### src/hdl/ctl_pipe_consts.svh
// Functional notes
// - read-only flag tells whether the CPU may access the pipe FIFO.
// - flag means rx data readable when direction 0, tx space when 1.
// - host mode: writing 1 to setup request sends a setup packet.
// - setup end raises ack or error event and clears request in the same cycle.
// - split clear with status already 0 leaves status at 0.
// - complete-split end clears status; software clear only after stop or detach; the code takes the clear at any time in host mode.
// - host mode: split status 1 during complete-split, else 0.
// - writing 1 to toggle clear makes next expected toggle DATA0.
// - writing 1 to toggle set makes next expected toggle DATA1.
// - read-only monitor bit shows next expected toggle.
// - busy flag shows whether pipe activity has settled to NAK.
// - host mode: ping enable 1 allows PING tokens, 0 disables them.
// - peripheral mode: writing 1 to transfer end enable completes status stage.
// - response field: 00 NAK, 01 buffer state, 10 and 11 STALL.
// - write-one command bits read back as 0, except setup request, which reads its pending state.
// - toggle flips after each normal transaction, not on data PID mismatch.
// - busy rises when a pipe transaction starts, falls when it completes.
`ifndef CTL_PIPE_CONSTS_SVH
`define CTL_PIPE_CONSTS_SVH

// ==================================================
// control register bit positions
`define CPC_FIFO_OK_BIT     15
`define CPC_SETUP_REQ_BIT   14
`define CPC_SPLIT_CLR_BIT   13
`define CPC_SPLIT_STS_BIT   12
`define CPC_SETUP_CAN_BIT   11
`define CPC_TOG_DATA0_BIT   8
`define CPC_TOG_DATA1_BIT   7
`define CPC_TOG_MON_BIT     6
`define CPC_BUSY_BIT        5
`define CPC_PING_BIT        4
`define CPC_XFER_END_BIT    2
`define CPC_RESP_HI         1
`define CPC_RESP_LO         0

// ==================================================
// reset values and encodings
`define CPC_TOGGLE_RESET    1'b1
`define CPC_RESP_NAK        2'b00
`define CPC_RESP_BUF        2'b01
`define CPC_REG_ZERO        16'h0000

`endif

### src/hdl/ctl_pipe_pkg.sv
package ctl_pipe_pkg;

    typedef logic [15:0] reg16_t;

    typedef struct packed {
        logic expected;
    } toggle_state_t;

    typedef struct packed {
        logic       setup_send_request;
        logic       complete_split_status;
        logic       ping_issue_enable;
        logic       transfer_end_enable;
        logic [1:0] response;
        logic       pipe_busy_state;
        logic       fifo_access_ok;
        logic       setup_ack_event;
        logic       setup_error_event;
        logic       resp_nak;
        logic       resp_buf;
        logic       resp_stall;
        reg16_t     rdata;
    } ctl_state_t;

endpackage

### src/hdl/data_toggle_tracker.sv
`timescale 1ns/1ps
`include "ctl_pipe_consts.svh"

module data_toggle_tracker
(
    // clock and reset
    input  wire logic clk,
    input  wire logic rst_n,
    // commands and transaction events
    input  wire logic force_data0,
    input  wire logic force_data1,
    input  wire logic txn_ok,
    input  wire logic pid_mismatch,
    // expected toggle
    output logic      expected
);
    import ctl_pipe_pkg::*;

    toggle_state_t state_reg;
    toggle_state_t state_next;

    always_comb
    begin
        state_next = state_reg;
        if (txn_ok && !pid_mismatch)
        begin
            state_next.expected = ~state_reg.expected;
        end
        // explicit commands override a same-cycle advance
        // force DATA0
        if (force_data0)
        begin
            state_next.expected = 1'b0;
        end
        else if (force_data1)
        begin
            state_next.expected = 1'b1;
        end
    end

    always_ff @(posedge clk or negedge rst_n)
    begin
        if (!rst_n)
        begin
            state_reg.expected <= `CPC_TOGGLE_RESET;
        end
        else
        begin
            state_reg <= state_next;
        end
    end

    assign expected = state_reg.expected;

    AST_TOGGLE_MISMATCH_HOLD: assert property (@(posedge clk) disable iff (!rst_n)
        (txn_ok && pid_mismatch && !force_data0 && !force_data1)
        |=> (expected == $past(expected)))
        else $error("toggle moved on data PID mismatch");

endmodule

### src/hdl/ctl_pipe_ctrl.sv
`timescale 1ns/1ps
`include "ctl_pipe_consts.svh"

module ctl_pipe_ctrl
(
    // clock and reset
    input  wire logic                  clk,
    input  wire logic                  rst_n,
    // register port
    input  wire logic                  reg_wr,
    input  wire ctl_pipe_pkg::reg16_t  reg_wdata,
    output ctl_pipe_pkg::reg16_t       reg_rdata,
    // mode and buffer state
    input  wire logic                  host_mode,
    input  wire logic                  pipe_direction_select,
    input  wire logic                  rx_data_ready,
    input  wire logic                  tx_space_ready,
    // link events
    input  wire logic                  setup_done_ok,
    input  wire logic                  setup_done_err,
    input  wire logic                  split_start,
    input  wire logic                  split_end,
    input  wire logic                  txn_start,
    input  wire logic                  txn_done,
    input  wire logic                  txn_ok,
    input  wire logic                  pid_mismatch,
    input  wire logic                  setup_received,
    input  wire logic                  status_stage_done,
    // link controls
    output logic                       setup_send_request,
    output logic                       complete_split_status,
    output logic                       ping_issue_enable,
    output logic                       transfer_end_enable,
    output logic                       toggle_monitor,
    output logic                       pipe_busy_flag,
    output logic                       fifo_access_ok,
    output logic                       resp_nak,
    output logic                       resp_buf,
    output logic                       resp_stall,
    output logic                       setup_ack_event,
    output logic                       setup_error_event
);
    import ctl_pipe_pkg::*;

    ctl_state_t state_reg;
    ctl_state_t state_next;
    logic       toggle_q;
    logic       wr_setup;
    logic       wr_split_clr;
    logic       wr_setup_can;
    logic       wr_tog0;
    logic       wr_tog1;
    logic       wr_xfer_end;
    logic       setup_done;

    // ==================================================
    // write-one command decode
    // zero writes ignored
    assign wr_setup     = reg_wr && reg_wdata[`CPC_SETUP_REQ_BIT];
    assign wr_split_clr = reg_wr && reg_wdata[`CPC_SPLIT_CLR_BIT] && host_mode;
    assign wr_setup_can = reg_wr && reg_wdata[`CPC_SETUP_CAN_BIT] && host_mode;
    assign wr_tog0      = reg_wr && reg_wdata[`CPC_TOG_DATA0_BIT];
    assign wr_tog1      = reg_wr && reg_wdata[`CPC_TOG_DATA1_BIT];
    assign wr_xfer_end  = reg_wr && reg_wdata[`CPC_XFER_END_BIT] && !host_mode;
    assign setup_done   = state_reg.setup_send_request && (setup_done_ok || setup_done_err);

    // ==================================================
    // toggle tracking; a received setup packet primes DATA1 in peripheral mode
    data_toggle_tracker u_toggle
    (
        .clk          (clk),
        .rst_n        (rst_n),
        .force_data0  (wr_tog0),
        .force_data1  (wr_tog1 || (setup_received && !host_mode)),
        .txn_ok       (txn_ok),
        .pid_mismatch (pid_mismatch),
        .expected     (toggle_q)
    );

    // ==================================================
    // next state
    always_comb
    begin
        state_next = state_reg;
        state_next.setup_ack_event   = 1'b0;
        state_next.setup_error_event = 1'b0;

        if (setup_done)
        begin
            state_next.setup_send_request = 1'b0;
            state_next.setup_ack_event    = setup_done_ok;
            state_next.setup_error_event  = !setup_done_ok;
        end
        if (wr_setup_can)
        begin
            state_next.setup_send_request = 1'b0;
        end
        // request setup, host only; a fresh request beats completion
        else if (wr_setup && host_mode)
        begin
            state_next.setup_send_request = 1'b1;
        end

        if (split_end)
        begin
            state_next.complete_split_status = 1'b0;
        end
        if (wr_split_clr)
        begin
            state_next.complete_split_status = 1'b0;
        end
        if (split_start && host_mode)
        begin
            state_next.complete_split_status = 1'b1;
        end

        if (reg_wr)
        begin
            state_next.ping_issue_enable = reg_wdata[`CPC_PING_BIT];
            state_next.response          = reg_wdata[`CPC_RESP_HI:`CPC_RESP_LO];
        end

        // transfer end enable; new setup or stage end retires it
        if (setup_received || status_stage_done)
        begin
            state_next.transfer_end_enable = 1'b0;
        end
        if (wr_xfer_end)
        begin
            state_next.transfer_end_enable = 1'b1;
        end

        if (txn_done)
        begin
            state_next.pipe_busy_state = 1'b0;
        end
        if (txn_start)
        begin
            state_next.pipe_busy_state = 1'b1;
        end

        state_next.fifo_access_ok = pipe_direction_select ? tx_space_ready : rx_data_ready;

        state_next.resp_nak   = (state_next.response == `CPC_RESP_NAK);
        state_next.resp_buf   = (state_next.response == `CPC_RESP_BUF);
        state_next.resp_stall = state_next.response[`CPC_RESP_HI];

        state_next.rdata = `CPC_REG_ZERO;
        state_next.rdata[`CPC_FIFO_OK_BIT]   = state_reg.fifo_access_ok;
        state_next.rdata[`CPC_SETUP_REQ_BIT] = state_reg.setup_send_request;
        // split status only means something in host mode
        state_next.rdata[`CPC_SPLIT_STS_BIT] = state_reg.complete_split_status && host_mode;
        state_next.rdata[`CPC_TOG_MON_BIT]   = toggle_q;
        state_next.rdata[`CPC_BUSY_BIT]      = state_reg.pipe_busy_state;
        state_next.rdata[`CPC_PING_BIT]      = state_reg.ping_issue_enable;
        state_next.rdata[`CPC_RESP_HI:`CPC_RESP_LO] = state_reg.response;
    end

    always_ff @(posedge clk or negedge rst_n)
    begin
        if (!rst_n)
        begin
            state_reg                       <= '0;
            state_reg.resp_nak              <= 1'b1;
        end
        else
        begin
            state_reg <= state_next;
        end
    end

    // ==================================================
    // outputs; setup request and split status are gated by host mode where they are set, ping enable is not
    assign reg_rdata             = state_reg.rdata;
    assign setup_send_request    = state_reg.setup_send_request;
    assign complete_split_status = state_reg.complete_split_status;
    assign ping_issue_enable     = state_reg.ping_issue_enable;
    assign transfer_end_enable   = state_reg.transfer_end_enable;
    assign toggle_monitor        = toggle_q;
    assign pipe_busy_flag        = state_reg.pipe_busy_state;
    assign fifo_access_ok        = state_reg.fifo_access_ok;
    assign resp_nak              = state_reg.resp_nak;
    assign resp_buf              = state_reg.resp_buf;
    assign resp_stall            = state_reg.resp_stall;
    assign setup_ack_event       = state_reg.setup_ack_event;
    assign setup_error_event     = state_reg.setup_error_event;

    // ==================================================
    // checks
    AST_SETUP_SET: assert property (@(posedge clk) disable iff (!rst_n)
        (reg_wr && reg_wdata[`CPC_SETUP_REQ_BIT] && host_mode && !wr_setup_can)
        |=> setup_send_request)
        else $error("setup request not taken");
    AST_SETUP_DONE: assert property (@(posedge clk) disable iff (!rst_n)
        (setup_done && !wr_setup && !wr_setup_can)
        |=> (!setup_send_request && (setup_ack_event ^ setup_error_event)))
        else $error("setup completion wrong");
    AST_SETUP_CANCEL: assert property (@(posedge clk) disable iff (!rst_n)
        wr_setup_can |=> !setup_send_request)
        else $error("setup cancel ignored");
    AST_SPLIT_CLEAR: assert property (@(posedge clk) disable iff (!rst_n)
        (wr_split_clr && !split_start) |=> !complete_split_status)
        else $error("split clear ignored");
    AST_SPLIT_SET: assert property (@(posedge clk) disable iff (!rst_n)
        (split_start && host_mode) |=> complete_split_status)
        else $error("split status not set");
    AST_TOG0: assert property (@(posedge clk) disable iff (!rst_n)
        wr_tog0 |=> (!toggle_monitor ##1 (reg_rdata[`CPC_TOG_MON_BIT] == 1'b0)))
        else $error("toggle clear failed");
    AST_TOG1: assert property (@(posedge clk) disable iff (!rst_n)
        (wr_tog1 && !wr_tog0) |=> toggle_monitor)
        else $error("toggle set failed");
    AST_BUSY: assert property (@(posedge clk) disable iff (!rst_n)
        (txn_done && !txn_start) |=> !pipe_busy_flag)
        else $error("busy not dropped");
    AST_RESP: assert property (@(posedge clk) disable iff (!rst_n)
        (reg_wr && reg_wdata[`CPC_RESP_HI]) |=> (resp_stall && !resp_nak && !resp_buf))
        else $error("stall decode wrong");
    AST_CMD_READ_ZERO: assert property (@(posedge clk) disable iff (!rst_n)
        (reg_rdata[`CPC_SETUP_CAN_BIT] == 1'b0) && (reg_rdata[`CPC_SPLIT_CLR_BIT] == 1'b0)
        && (reg_rdata[`CPC_TOG_DATA0_BIT] == 1'b0) && (reg_rdata[`CPC_XFER_END_BIT] == 1'b0)
        && (reg_rdata[`CPC_TOG_DATA1_BIT] == 1'b0))
        else $error("command bit read as one");
    AST_XFER_END: assert property (@(posedge clk) disable iff (!rst_n)
        (wr_xfer_end) |=> transfer_end_enable)
        else $error("transfer end enable not set");
    AST_FIFO_OK: assert property (@(posedge clk) disable iff (!rst_n)
        (pipe_direction_select && tx_space_ready) |=> fifo_access_ok)
        else $error("fifo access flag wrong");
    AST_FIFO_RX: assert property (@(posedge clk) disable iff (!rst_n)
        (!pipe_direction_select) |=> (fifo_access_ok == $past(rx_data_ready)))
        else $error("fifo access flag wrong for receive");

endmodule

### config.mk
export PLATFORM = sky130hd
export DESIGN_NAME = ctl_pipe_ctrl
export DESIGN_NICKNAME = d
export VERILOG_FILES = /design/src/hdl/ctl_pipe_pkg.sv /design/src/hdl/data_toggle_tracker.sv /design/src/hdl/ctl_pipe_ctrl.sv
export VERILOG_INCLUDE_DIRS = /design/src /design/src/hdl
export SDC_FILE = /design/constraint.sdc
export NUM_CORES = 1
export LEC_CHECK = 0
export BUFFER_PORTS_ARGS = -buffer_cell sky130_fd_sc_hd__buf_2
export CORE_MARGIN = 2
export CORE_UTILIZATION = 41
export CTS_BUF_LIST = sky130_fd_sc_hd__clkbuf_4 sky130_fd_sc_hd__clkbuf_8 sky130_fd_sc_hd__clkbuf_16
export CTS_CLUSTER_SIZE = 14
export DETAILED_ROUTE_END_ITERATION = 16
export PLACE_DENSITY = 0.81
export SLEW_MARGIN = 20
export SYNTH_ARGS = -nofsm -noshare
export SYNTH_HDL_FRONTEND = slang
export SYNTH_HIERARCHICAL = 1
export SYNTH_SLANG_ARGS = --single-unit
### constraint.sdc
create_clock -name clk -period 1.94 [get_ports clk]
set_input_delay 0.194 -clock clk [delete_from_list [all_inputs] [get_ports clk]]
set_output_delay 0.194 -clock clk [all_outputs]
set_load 0.02 [all_outputs]
==> results of run 1 <==
==> cell families (layout without fill, tap and decap cells) <==
logic type | Yosys count | count (layout) | synth area share, %
compound gates | 6 | 6 | 7.17
buf+inv | 12 | 53 | 10.1
mux | 4 | 4 | 6.40
simple gates | 13 | 13 | 11.6
flops | 21 | 21 | 64.3
other cells | 1 | 8 | 0.457
==> through the flow <==
stage	utilization [%]	std cells
after floorplan	-	64
after global routing	55.8	132
after detailed placement	53.8	127
after CTS	55.8	132
after global placement	53.8	127
final	55.8	132
==> cells in the mapped netlist <==
master    instances
dfstp_2           2
mux2_2            2
conb_1            1
a22o_2            1
dfrtp_1          19
a32oi_1           1
and4bb_1          1
or3b_1            1
nor2_2            1
buf_4             8
nor2_1            2
and2_2            1
mux2_4            2
inv_1             3
or2b_1            1
buf_6             1
and3b_1           1
nor2b_4           1
nand3_1           2
a21o_1            1
a211oi_2          1
a32o_1            2
and2_1            2
==> where the power goes <==
part | switching [W] | total, W | leakage, nW | internal [W]
registers | 0.0000151 | 0.000491 | 0.253 | 0.000476
clock network | 0.000123 | 0.000200 | 0.0177 | 0.0000767
logic | 0.000105 | 0.000173 | 0.318 | 0.0000688
==> layer usage <==
layer | global-route usage, % | vias to the layer above
li1 | - | 272
met1 | 15.5 | 263
met2 | 21.7 | 35
met3 | 2.47 | 2
met4 | 8.57 | 0
met5 | 0 | -
==> path summary, 6_finish.rpt <==
check	endpoint	slack [ps]	cells past startpoint
max	toggle_monitor	720	1
max in group asynchronous	u_toggle/expected	1250	2
min	pipe_busy_flag	80	2
min in group asynchronous	reg_rdata[0]	360	2
max reg2reg	setup_send_request	950	2
min reg2reg	reg_rdata[0]	390	0
==> cell type report <==
cell class              instances  area (µm²)
fillers                       182         850
clock buffers                   3        22.5
repair buffers                 46         235
well taps                      27        33.8
flip-flops and latches         21         528
clock inverters                 1        5.00
multi-input cells              31         236
inverters                       3        11.3
==> repair_timing <==
item / CTS / global route
resized for setup: 0 / 0
endpoints found under the hold margin: 19 / 0
hold buffers: 1 / 0
endpoints found under the setup margin: 0 / 0
==> run_results.csv, run 1 <==
group,metric,value,unit
routing,met2_length,758,µm
clock_network,clock-sinks,21,
routing,drt_wl_total,1490,µm
logic_synthesis,ys_seq_area_share,64.3,%
power,design_power_total,0.000864,W
routing,first_pass_iters,2,
power,p_leak,0.589,nW
logic_synthesis,synth_seq_cells,21,
global_route,grt_use_total,13.1,%
critical_path,crit_chain,"buf_2",
sta,fin_ws,722,ps
die,core,1920,µm²
final_layout,diodes,0,
global_route,antenna_found_initial,0,
clock_network,clkLatencyLatePin,290,ps
critical_path,critPathLaunch,"u_toggle/expected",
sta,drv_slew,0,
routing,drt_first_iter_violations,4,
logic_synthesis,synth_area_leaders,"dfrtp_1 58%, buf_4 7.3%, dfstp_2 6.4%, mux2_4 3.7%, mux2_2 2.7%",
logic_synthesis,yosysWarningCount,6,
die,die_width,48.7,µm
critical_path,cp_slowest_cell,"dfstp_2",
worst_hold_path,hp-start,"txn_start",
final_layout,nNetsFinal,139,
routing,highest_layer,"met4",
global_route,grt_pass1_vias,550,
clock_network,cts_buffers,3,
final_layout,largest_register_ffs,8,
critical_path,path_class,"reg -> out",
sta,finalCritPeriodShare,62.8,%
logic_synthesis,yosys.cell_types.count,23,
power,powerDensity,806,nW/µm²
final_layout,final_common_cell,"buf_2",
placed_design,port_buffers,45,
critical_path,critPathTopFamily,"flip-flops",
sta,skew,0.179,ps
routing,vias,572,
die,die_h,48.7,µm
worst_hold_path,hp-class,"in -> reg",
critical_path,worst-path-buf-inv,1,
clock_network,h-tree-depth,1,
final_layout,mostFrequentLayoutCells,"45 x buf_2, 19 x dfrtp_1, 8 x conb_1, 3 x inv_1, 3 x clkbuf_4",
critical_path,reg2reg_from,"setup_send_request",
clock_network,cts_tree,"built",
routing,drc,0,
logic_synthesis,synth_top_area_share,57.9,%
placed_design,pre_cts_ws,890,ps
sta,max_freq,821,MHz
critical_path,cp-start-kind,"flop",
routing,met1Wirelength,581,µm
sta,setup_violations,0,
clock_network,path_clk_slew,120,ps
final_layout,area_delta_synth_final,30.6,%
routing,routed_via_density,4.33,
critical_path,cp.arrival,1020,ps
clock_network,cts_setup_buffers,0,
logic_synthesis,yosysTopAreaCell,"dfrtp_1",
logic_synthesis,synth_cells,57,
final_layout,design_area,1070,µm²
routing,dr_wl_met3,135,µm
clock_network,clockRootBuffer,"clkbuf_4",
global_route,grt_start_max_net_pins,22,
die,fp-row-count,16,
clock_network,cts_buffer_depth,2,
power,ir_worst_vdd,0.370,mV
die,start_util,42.7,%
critical_path,cp_data_required_time,1750,ps
logic_synthesis,synth.avg_cell_area,14.4,µm²
sta,rsz0062_at_grt,"no",
global_route,grt_pass1_wl,2340,µm
die,pin_count,61,
critical_path,crit_fanout,4,
routing,wl_per_cell,11.3,µm
critical_path,end_kind,"output port",
critical_path,max_stage_delay,560,ps
placed_design,placed_cell_area,1030,µm²
global_route,grt-ovfl-total,0,
sta,final.setup.tns,0,ps
sta,hold_violations,0,
die,die_area,2380,µm²
placed_design,hpwl,1160,µm
routing,postRouteAntennaNets,0,
sta,hold_ws,81.9,ps
outcome,outcome,"finished, final reports clean",
logic_synthesis,synthesis.area,821,µm²
sta,finalWorstPathRequiredPeriod,1220,ps
final_layout,drive_gt1_share,57.1,%
placed_design,place.gp.congestion,0.685,
job,drv_cap,0,
Note: power is estimated with default switching activity, not from simulation.
==> inputs of run 2 (changes only) <==
Settings changed: CORE_UTILIZATION 41 to 35, PLACE_DENSITY 0.81 to 0.74.
Clock period 1.94 ns to 1.1 ns, I/O delays scaled along.
==> run 2 against run 1 <==
Sequential power is 77% higher. Via count rose by 0.52%. Wire length increased by 8.6%. Power up 82%. Critical path depth did not move. Count of clock-buffer cells in the layout grew 1. Combinational power rose by 92%. Clock power grew 89%. Worst setup slack got worse by 700 ps. Cell count grew 3.0%. Highest routed layer unchanged.
==> run_results.csv, run 2 (synthesis gave the netlist of run 1 again) <==
group,metric,value,unit
outcome,outcome,"finished, final reports clean",
critical_path,cp.arrival,960,ps
final_layout,drive_gt1_share,56.5,%
die,die_h,52.4,µm
sta,hold_ws,27.8,ps
routing,vias,575,
die,core,2210,µm²
worst_hold_path,hp-start,"split_start",
clock_network,clkLatencyLatePin,290,ps
routing,routed_via_density,4.23,
clock_network,h-tree-depth,1,
clock_network,path_clk_slew,110,ps
worst_hold_path,hp-class,"in -> reg",
final_layout,final_common_cell,"buf_2",
critical_path,path_class,"reg -> out",
critical_path,cp_slowest_cell,"dfstp_2",
final_layout,final_util,50.5,%
sta,rsz0062_at_grt,"yes",
die,die_area,2750,µm²
clock_network,cts_buffers,3,
sta,skew,6.59,ps
die,pin_count,61,
critical_path,end_kind,"output port",
global_route,grt_pass1_wl,2500,µm
worst_hold_path,min_to,"complete_split_status",
final_layout,mostFrequentLayoutCells,"43 x buf_2, 19 x dfrtp_1, 8 x conb_1, 4 x clkbuf_4",
clock_network,cts_buffer_depth,2,
critical_path,max_stage_delay,560,ps
sta,finalCritPeriodShare,97.6,%
die,fp-row-count,17,
final_layout,nNetsFinal,142,
routing,drt_wl_total,1620,µm
sta,drv_slew,0,
final_layout,area_delta_synth_final,36.0,%
routing,wl_per_cell,11.9,µm
routing,drc,0,
critical_path,rr_worst_depth,3,
final_layout,largest_register_ffs,8,
critical_path,rr_endpoint,"u_toggle/expected",
global_route,antenna_found_initial,0,
routing,drt_first_iter_violations,0,
clock_network,clockRootBuffer,"clkbuf_4",
critical_path,crit_fanout,2,
critical_path,cp_data_required_time,990,ps
critical_path,crit_chain,"buf_6",
sta,finalWorstPathRequiredPeriod,1070,ps
placed_design,place.gp.congestion,0.550,
die,start_util,37.1,%
clock_network,clock-sinks,21,
final_layout,diodes,0,
worst_hold_path,worstHoldPathCells,2,
sta,max_freq,932,MHz
sta,setup_violations,0,
critical_path,critPathTopFamily,"flip-flops",
critical_path,worst-path-buf-inv,1,
routing,postRouteAntennaNets,0,
critical_path,rrSetupSlack,80,ps
routing,first_pass_iters,1,
placed_design,port_buffers,45,
sta,hold_violations,0,
global_route,grt-ovfl-total,0,
critical_path,cp-start-kind,"flop",
global_route,grt_pass1_vias,550,
clock_network,cts_tree,"built",
power,ir_worst_vdd,0.622,mV
job,drv_cap,0,
global_route,grt_use_total,13.1,%
placed_design,hpwl,1240,µm
die,die_width,52.4,µm
power,p_leak,0.607,nW
critical_path,reg2reg_from,"u_toggle/expected",
global_route,grt_start_max_net_pins,22,
power,powerDensity,1410,nW/µm²
[run 2: changes by cell type in the layout (fill, tap and decap cells not counted), sizes merged]
cell,before,now
dlygate4sd3,1,3
clkinv,1,0
clkbuf,3,4
buf,45,46
[run 2: layout make-up]
type	instances	area, µm²
Clock buffer	4	30.0
Fill cell	212	1100
Tap cell	28	35.0
Multi-Input combinational cell	31	236
Sequential cell	21	528
Timing Repair Buffer	49	275
Inverter	3	11.3
[run 2: power breakdown]
| group | switching (W) | internal, W | leakage [nW] | total (W) |
|---|---|---|---|---|
| Combinational | 0.000191 | 0.000142 | 0.335 | 0.000332 |
| Sequential | 0.0000268 | 0.000840 | 0.253 | 0.000867 |
| Clock | 0.000212 | 0.000166 | 0.0184 | 0.000378 |
[run 2: repair_timing]
action | in CTS | in global routing
hold buffers | 3 | 0
endpoints found under the hold margin | 21 | 0
pin swaps | 0 | 0
buffers inserted | 1 | 0
setup endpoints to repair | 1 | 2
gates resized for setup | 2 | 2
[run 2: worst max path at each step]
| stage | start | to | depth (start not counted) |
|---|---|---|---|
| floorplan | setup_send_request | setup_send_request | 2 |
| finish | u_toggle/expected | toggle_monitor | 1 |
| global route | u_toggle/expected | toggle_monitor | 1 |
| CTS | resp_nak | resp_nak | 1 |
| detailed placement | reg_wr | u_toggle/expected | 4 |
| global placement | setup_send_request | setup_send_request | 2 |
[run 2: metal layers]
layer | GRT usage, % | routed length (µm) | up-vias
met2 | 22.3 | 796 | 36
met4 | 8.97 | 28 | 0
met3 | 2.86 | 163 | 4
met1 | 14.4 | 632 | 258
met5 | 0 | 0 | -
li1 | - | - | 277
[run 2: per-stage QoR]
| stage | setup TNS [ps] | instances | total power [W] | worst slack [ps] | area (µm²) |
|---|---|---|---|---|---|
| 2_1_floorplan | 0 | 64 | 0.00108 | 60.6 | 847 |
| 3_3_place_gp | 0 | 128 | 0.00118 | 131 | 1040 |
| 3_5_place_dp | 0 | 128 | 0.00119 | 104 | 1040 |
| 4_1_cts | 0 | 136 | 0.00160 | 2.88 | 1110 |
| 5_1_grt | -25.2 | 136 | 0.00169 | -25.2 | 1120 |
| 6_report | 0 | 136 | 0.00158 | 26.9 | 1120 |
==> inputs of run 3 (changes only) <==
Settings changed: ABC_AREA set to 1, PLACE_DENSITY 0.74 to 0.73.
==> run 3 against run 2 <==
Core utilization decreased by 0.40 points. Clock skew decreased by 3.0 ps. Die area increased by 3.2%. Power decreased by 1.0%. Largest power group unchanged. Clock power decreased by 6.9%. Synthesized cell count increased by 46%. Global-route usage decreased by 0.93 points. Count of clock-buffer cells in the layout decreased by 1. Wire length decreased by 6.1%. Cell count increased by 18%. Cell area increased by 1.1%. Area after synthesis increased by 3.5%.
==> run_results.csv, run 3 <==
group,metric,value,unit
logic_synthesis,yosysTopAreaCell,"dfrtp_1",
routing,drt_first_iter_violations,3,
logic_synthesis,yosysMostFrequentCell,"nand2_1",
routing,postRouteAntennaNets,0,
power,power.share.clock,22.5,%
sta,finalWorstPathRequiredPeriod,1070,ps
global_route,grt-ovfl-total,0,
global_route,grt_use_total,12.2,%
global_route,grt_start_max_net_pins,22,
clock_network,path_clk_slew,110,ps
logic_synthesis,synthAdderAreaFrac,0,%
outcome,outcome,"finished, final reports clean",
routing,vias,679,
critical_path,max_stage_delay,550,ps
die,fp-row-count,17,
critical_path,crit_chain,"buf_6",
critical_path,cp-start-kind,"flop",
logic_synthesis,synth_compound_area_share,3.68,%
critical_path,cp.arrival,960,ps
final_layout,nNetsFinal,167,
critical_path,critPathTopFamily,"flip-flops",
die,die_width,53.3,µm
logic_synthesis,async_flop_share,100,%
global_route,grt_pass1_wl,2510,µm
logic_synthesis,synthMuxAreaShare,0,%
critical_path,crit_fanout,2,
logic_synthesis,synth_area_leaders,"dfrtp_1 56%, nand2_1 9.3%, buf_4 7.1%, dfstp_2 6.2%, inv_1 4.0%",
die,pin_count,61,
placed_design,port_buffers,45,
global_route,antenna_found_initial,0,
clock_network,clockRootBuffer,"clkbuf_4",
power,intPower,0.00111,W
sta,fin_ws,33.8,ps
logic_synthesis,synthesis.area,850,µm²
logic_synthesis,ys_seq_area_share,62.2,%
placed_design,place.gp.congestion,0.649,
clock_network,clkLatencyLatePin,290,ps
clock_network,clock-sinks,21,
worst_hold_path,hp-start,"txn_start",
critical_path,reg2reg_from,"u_toggle/expected",
power,swShare,29.1,%
clock_network,h-tree-depth,1,
sta,finalCritPeriodShare,96.9,%
final_layout,largest_register_ffs,8,
critical_path,critPathLaunch,"u_toggle/expected",
logic_synthesis,synth_seq_cells,21,
logic_synthesis,synth.avg_cell_area,10.2,µm²
critical_path,worst-path-buf-inv,1,
power,design_power_total,0.00156,W
sta,rsz0062_at_grt,"yes",
routing,wl_per_cell,9.45,µm
critical_path,end_kind,"output port",
die,die_h,53.3,µm
sta,setup_violations,0,
die,die_area,2840,µm²
power,p_comb_share,21.7,%
final_layout,mostFrequentLayoutCells,"43 x buf_2, 21 x nand2_1, 19 x dfrtp_1, 9 x inv_1, 8 x conb_1",
critical_path,cp_slowest_cell,"dfstp_2",
die,core,2250,µm²
critical_path,cp_data_required_time,990,ps
placed_design,pre_cts_ws,270,ps
logic_synthesis,yosysWarningCount,6,
final_layout,final_common_cell,"buf_2",
routing,first_pass_iters,3,
power,p_switching,0.000455,W
logic_synthesis,yosys_most_used_dff,"dfrtp_1",
clock_network,cts_tree,"built",
logic_synthesis,yosys.cell_types.count,19,
die,start_util,37.7,%
placed_design,placed_cell_area,1060,µm²
critical_path,path_class,"reg -> out",
logic_synthesis,yosys.area_share.simple,20.6,%
logic_synthesis,synthTopCellsByCount,"21 x nand2_1, 19 x dfrtp_1, 9 x inv_1",
power,p_seq_share,55.8,%
power,ir_worst_vdd,0.567,mV
clock_network,cts_buffers,3,
job,drv_cap,0,
placed_design,hpwl,1240,µm
logic_synthesis,synth_top_family_by_area,"simple AND/OR/NAND/NOR gates",
logic_synthesis,synth_cells,83,
clock_network,cts_buffer_depth,2,
logic_synthesis,synth_xor_area_share,0,%
global_route,grt_pass1_vias,639,
final_layout,drive_gt1_share,44.4,%
power,powerDensity,1380,nW/µm²
routing,drt_wl_total,1520,µm
sta,skew,3.56,ps
logic_synthesis,synth_top_area_share,56.0,%
logic_synthesis,synth_edf_count,0,
final_layout,diodes,0,
routing,routed_via_density,4.22,
sta,drv_slew,0,
sta,hold_violations,0,
routing,drc,0,
power,p_leak,0.673,nW
worst_hold_path,hp-class,"in -> reg",
sta,max_freq,938,MHz
final_layout,design_area,1130,µm²
final_layout,area_delta_synth_final,32.8,%
run 3: logic make-up (layout without fill, tap and decap cells):
family	count (synthesis)	in the layout
other	1	8
buffers and inverters	19	62
AND/OR/NAND/NOR	37	37
AO/OA/AOI/OAI	5	5
flip-flops	21	21
run 3: final cells by class:
cell class / instances / area (µm²)
tap: 28 / 35.0
sequential: 21 / 528
clock inverter: 1 / 5.00
multi-input combinational: 50 / 236
fill: 225 / 1130
clock buffer: 3 / 22.5
inverter: 10 / 40.0
timing repair buffer: 48 / 262
run 3: what timing repair did:
| action | CTS | global route |
|---|---|---|
| buffers inserted | 1 | 0 |
| endpoints found under the setup margin | 1 | 2 |
| hold buffers | 2 | 0 |
| hold endpoints to repair | 20 | 0 |
| gates resized for setup | 1 | 2 |
run 3: power by group through the flow:
stage	Clock, W	Combinational [W]	Sequential [W]
6_report	0.000352	0.000338	0.000871
5_1_grt	0.000401	0.000376	0.000881
4_1_cts	0.000374	0.000337	0.000871
3_5_place_dp	0	0.000315	0.000889
3_3_place_gp	0	0.000309	0.000886
2_1_floorplan	0	0.000124	0.000969
run 3: final timing paths:
kind                                           to  slack (ps)  cells past startpoint
min in group asynchronous            reg_rdata[1]         290                      2
worst min register to register      reg_rdata[15]         390                      0
worst max register to register  u_toggle/expected         220                      4
max in group asynchronous       u_toggle/expected         480                      2
worst min-delay path               pipe_busy_flag          20                      2
worst max-delay path               toggle_monitor          30                      1
run 3: through the flow:
stage | util [%] | hold slack [ps] | instances | setup TNS (ps)
floorplan | - | -186 | 90 | 0
global placement | 47.2 | 80.9 | 154 | 0
detailed placement | 47.2 | 87.7 | 154 | 0
CTS | 49.8 | 1.88 | 161 | 0
global route | 50.1 | 17.1 | 161 | -3.02
finish | 50.1 | 17.5 | 161 | 0
run 3: layer usage:
metal / global-route usage, % / share of wire (%)
met5: 0 / 0
met4: 5.13 / 0.53
met3: 1.69 / 11
met2: 21.8 / 47
met1: 14.4 / 41
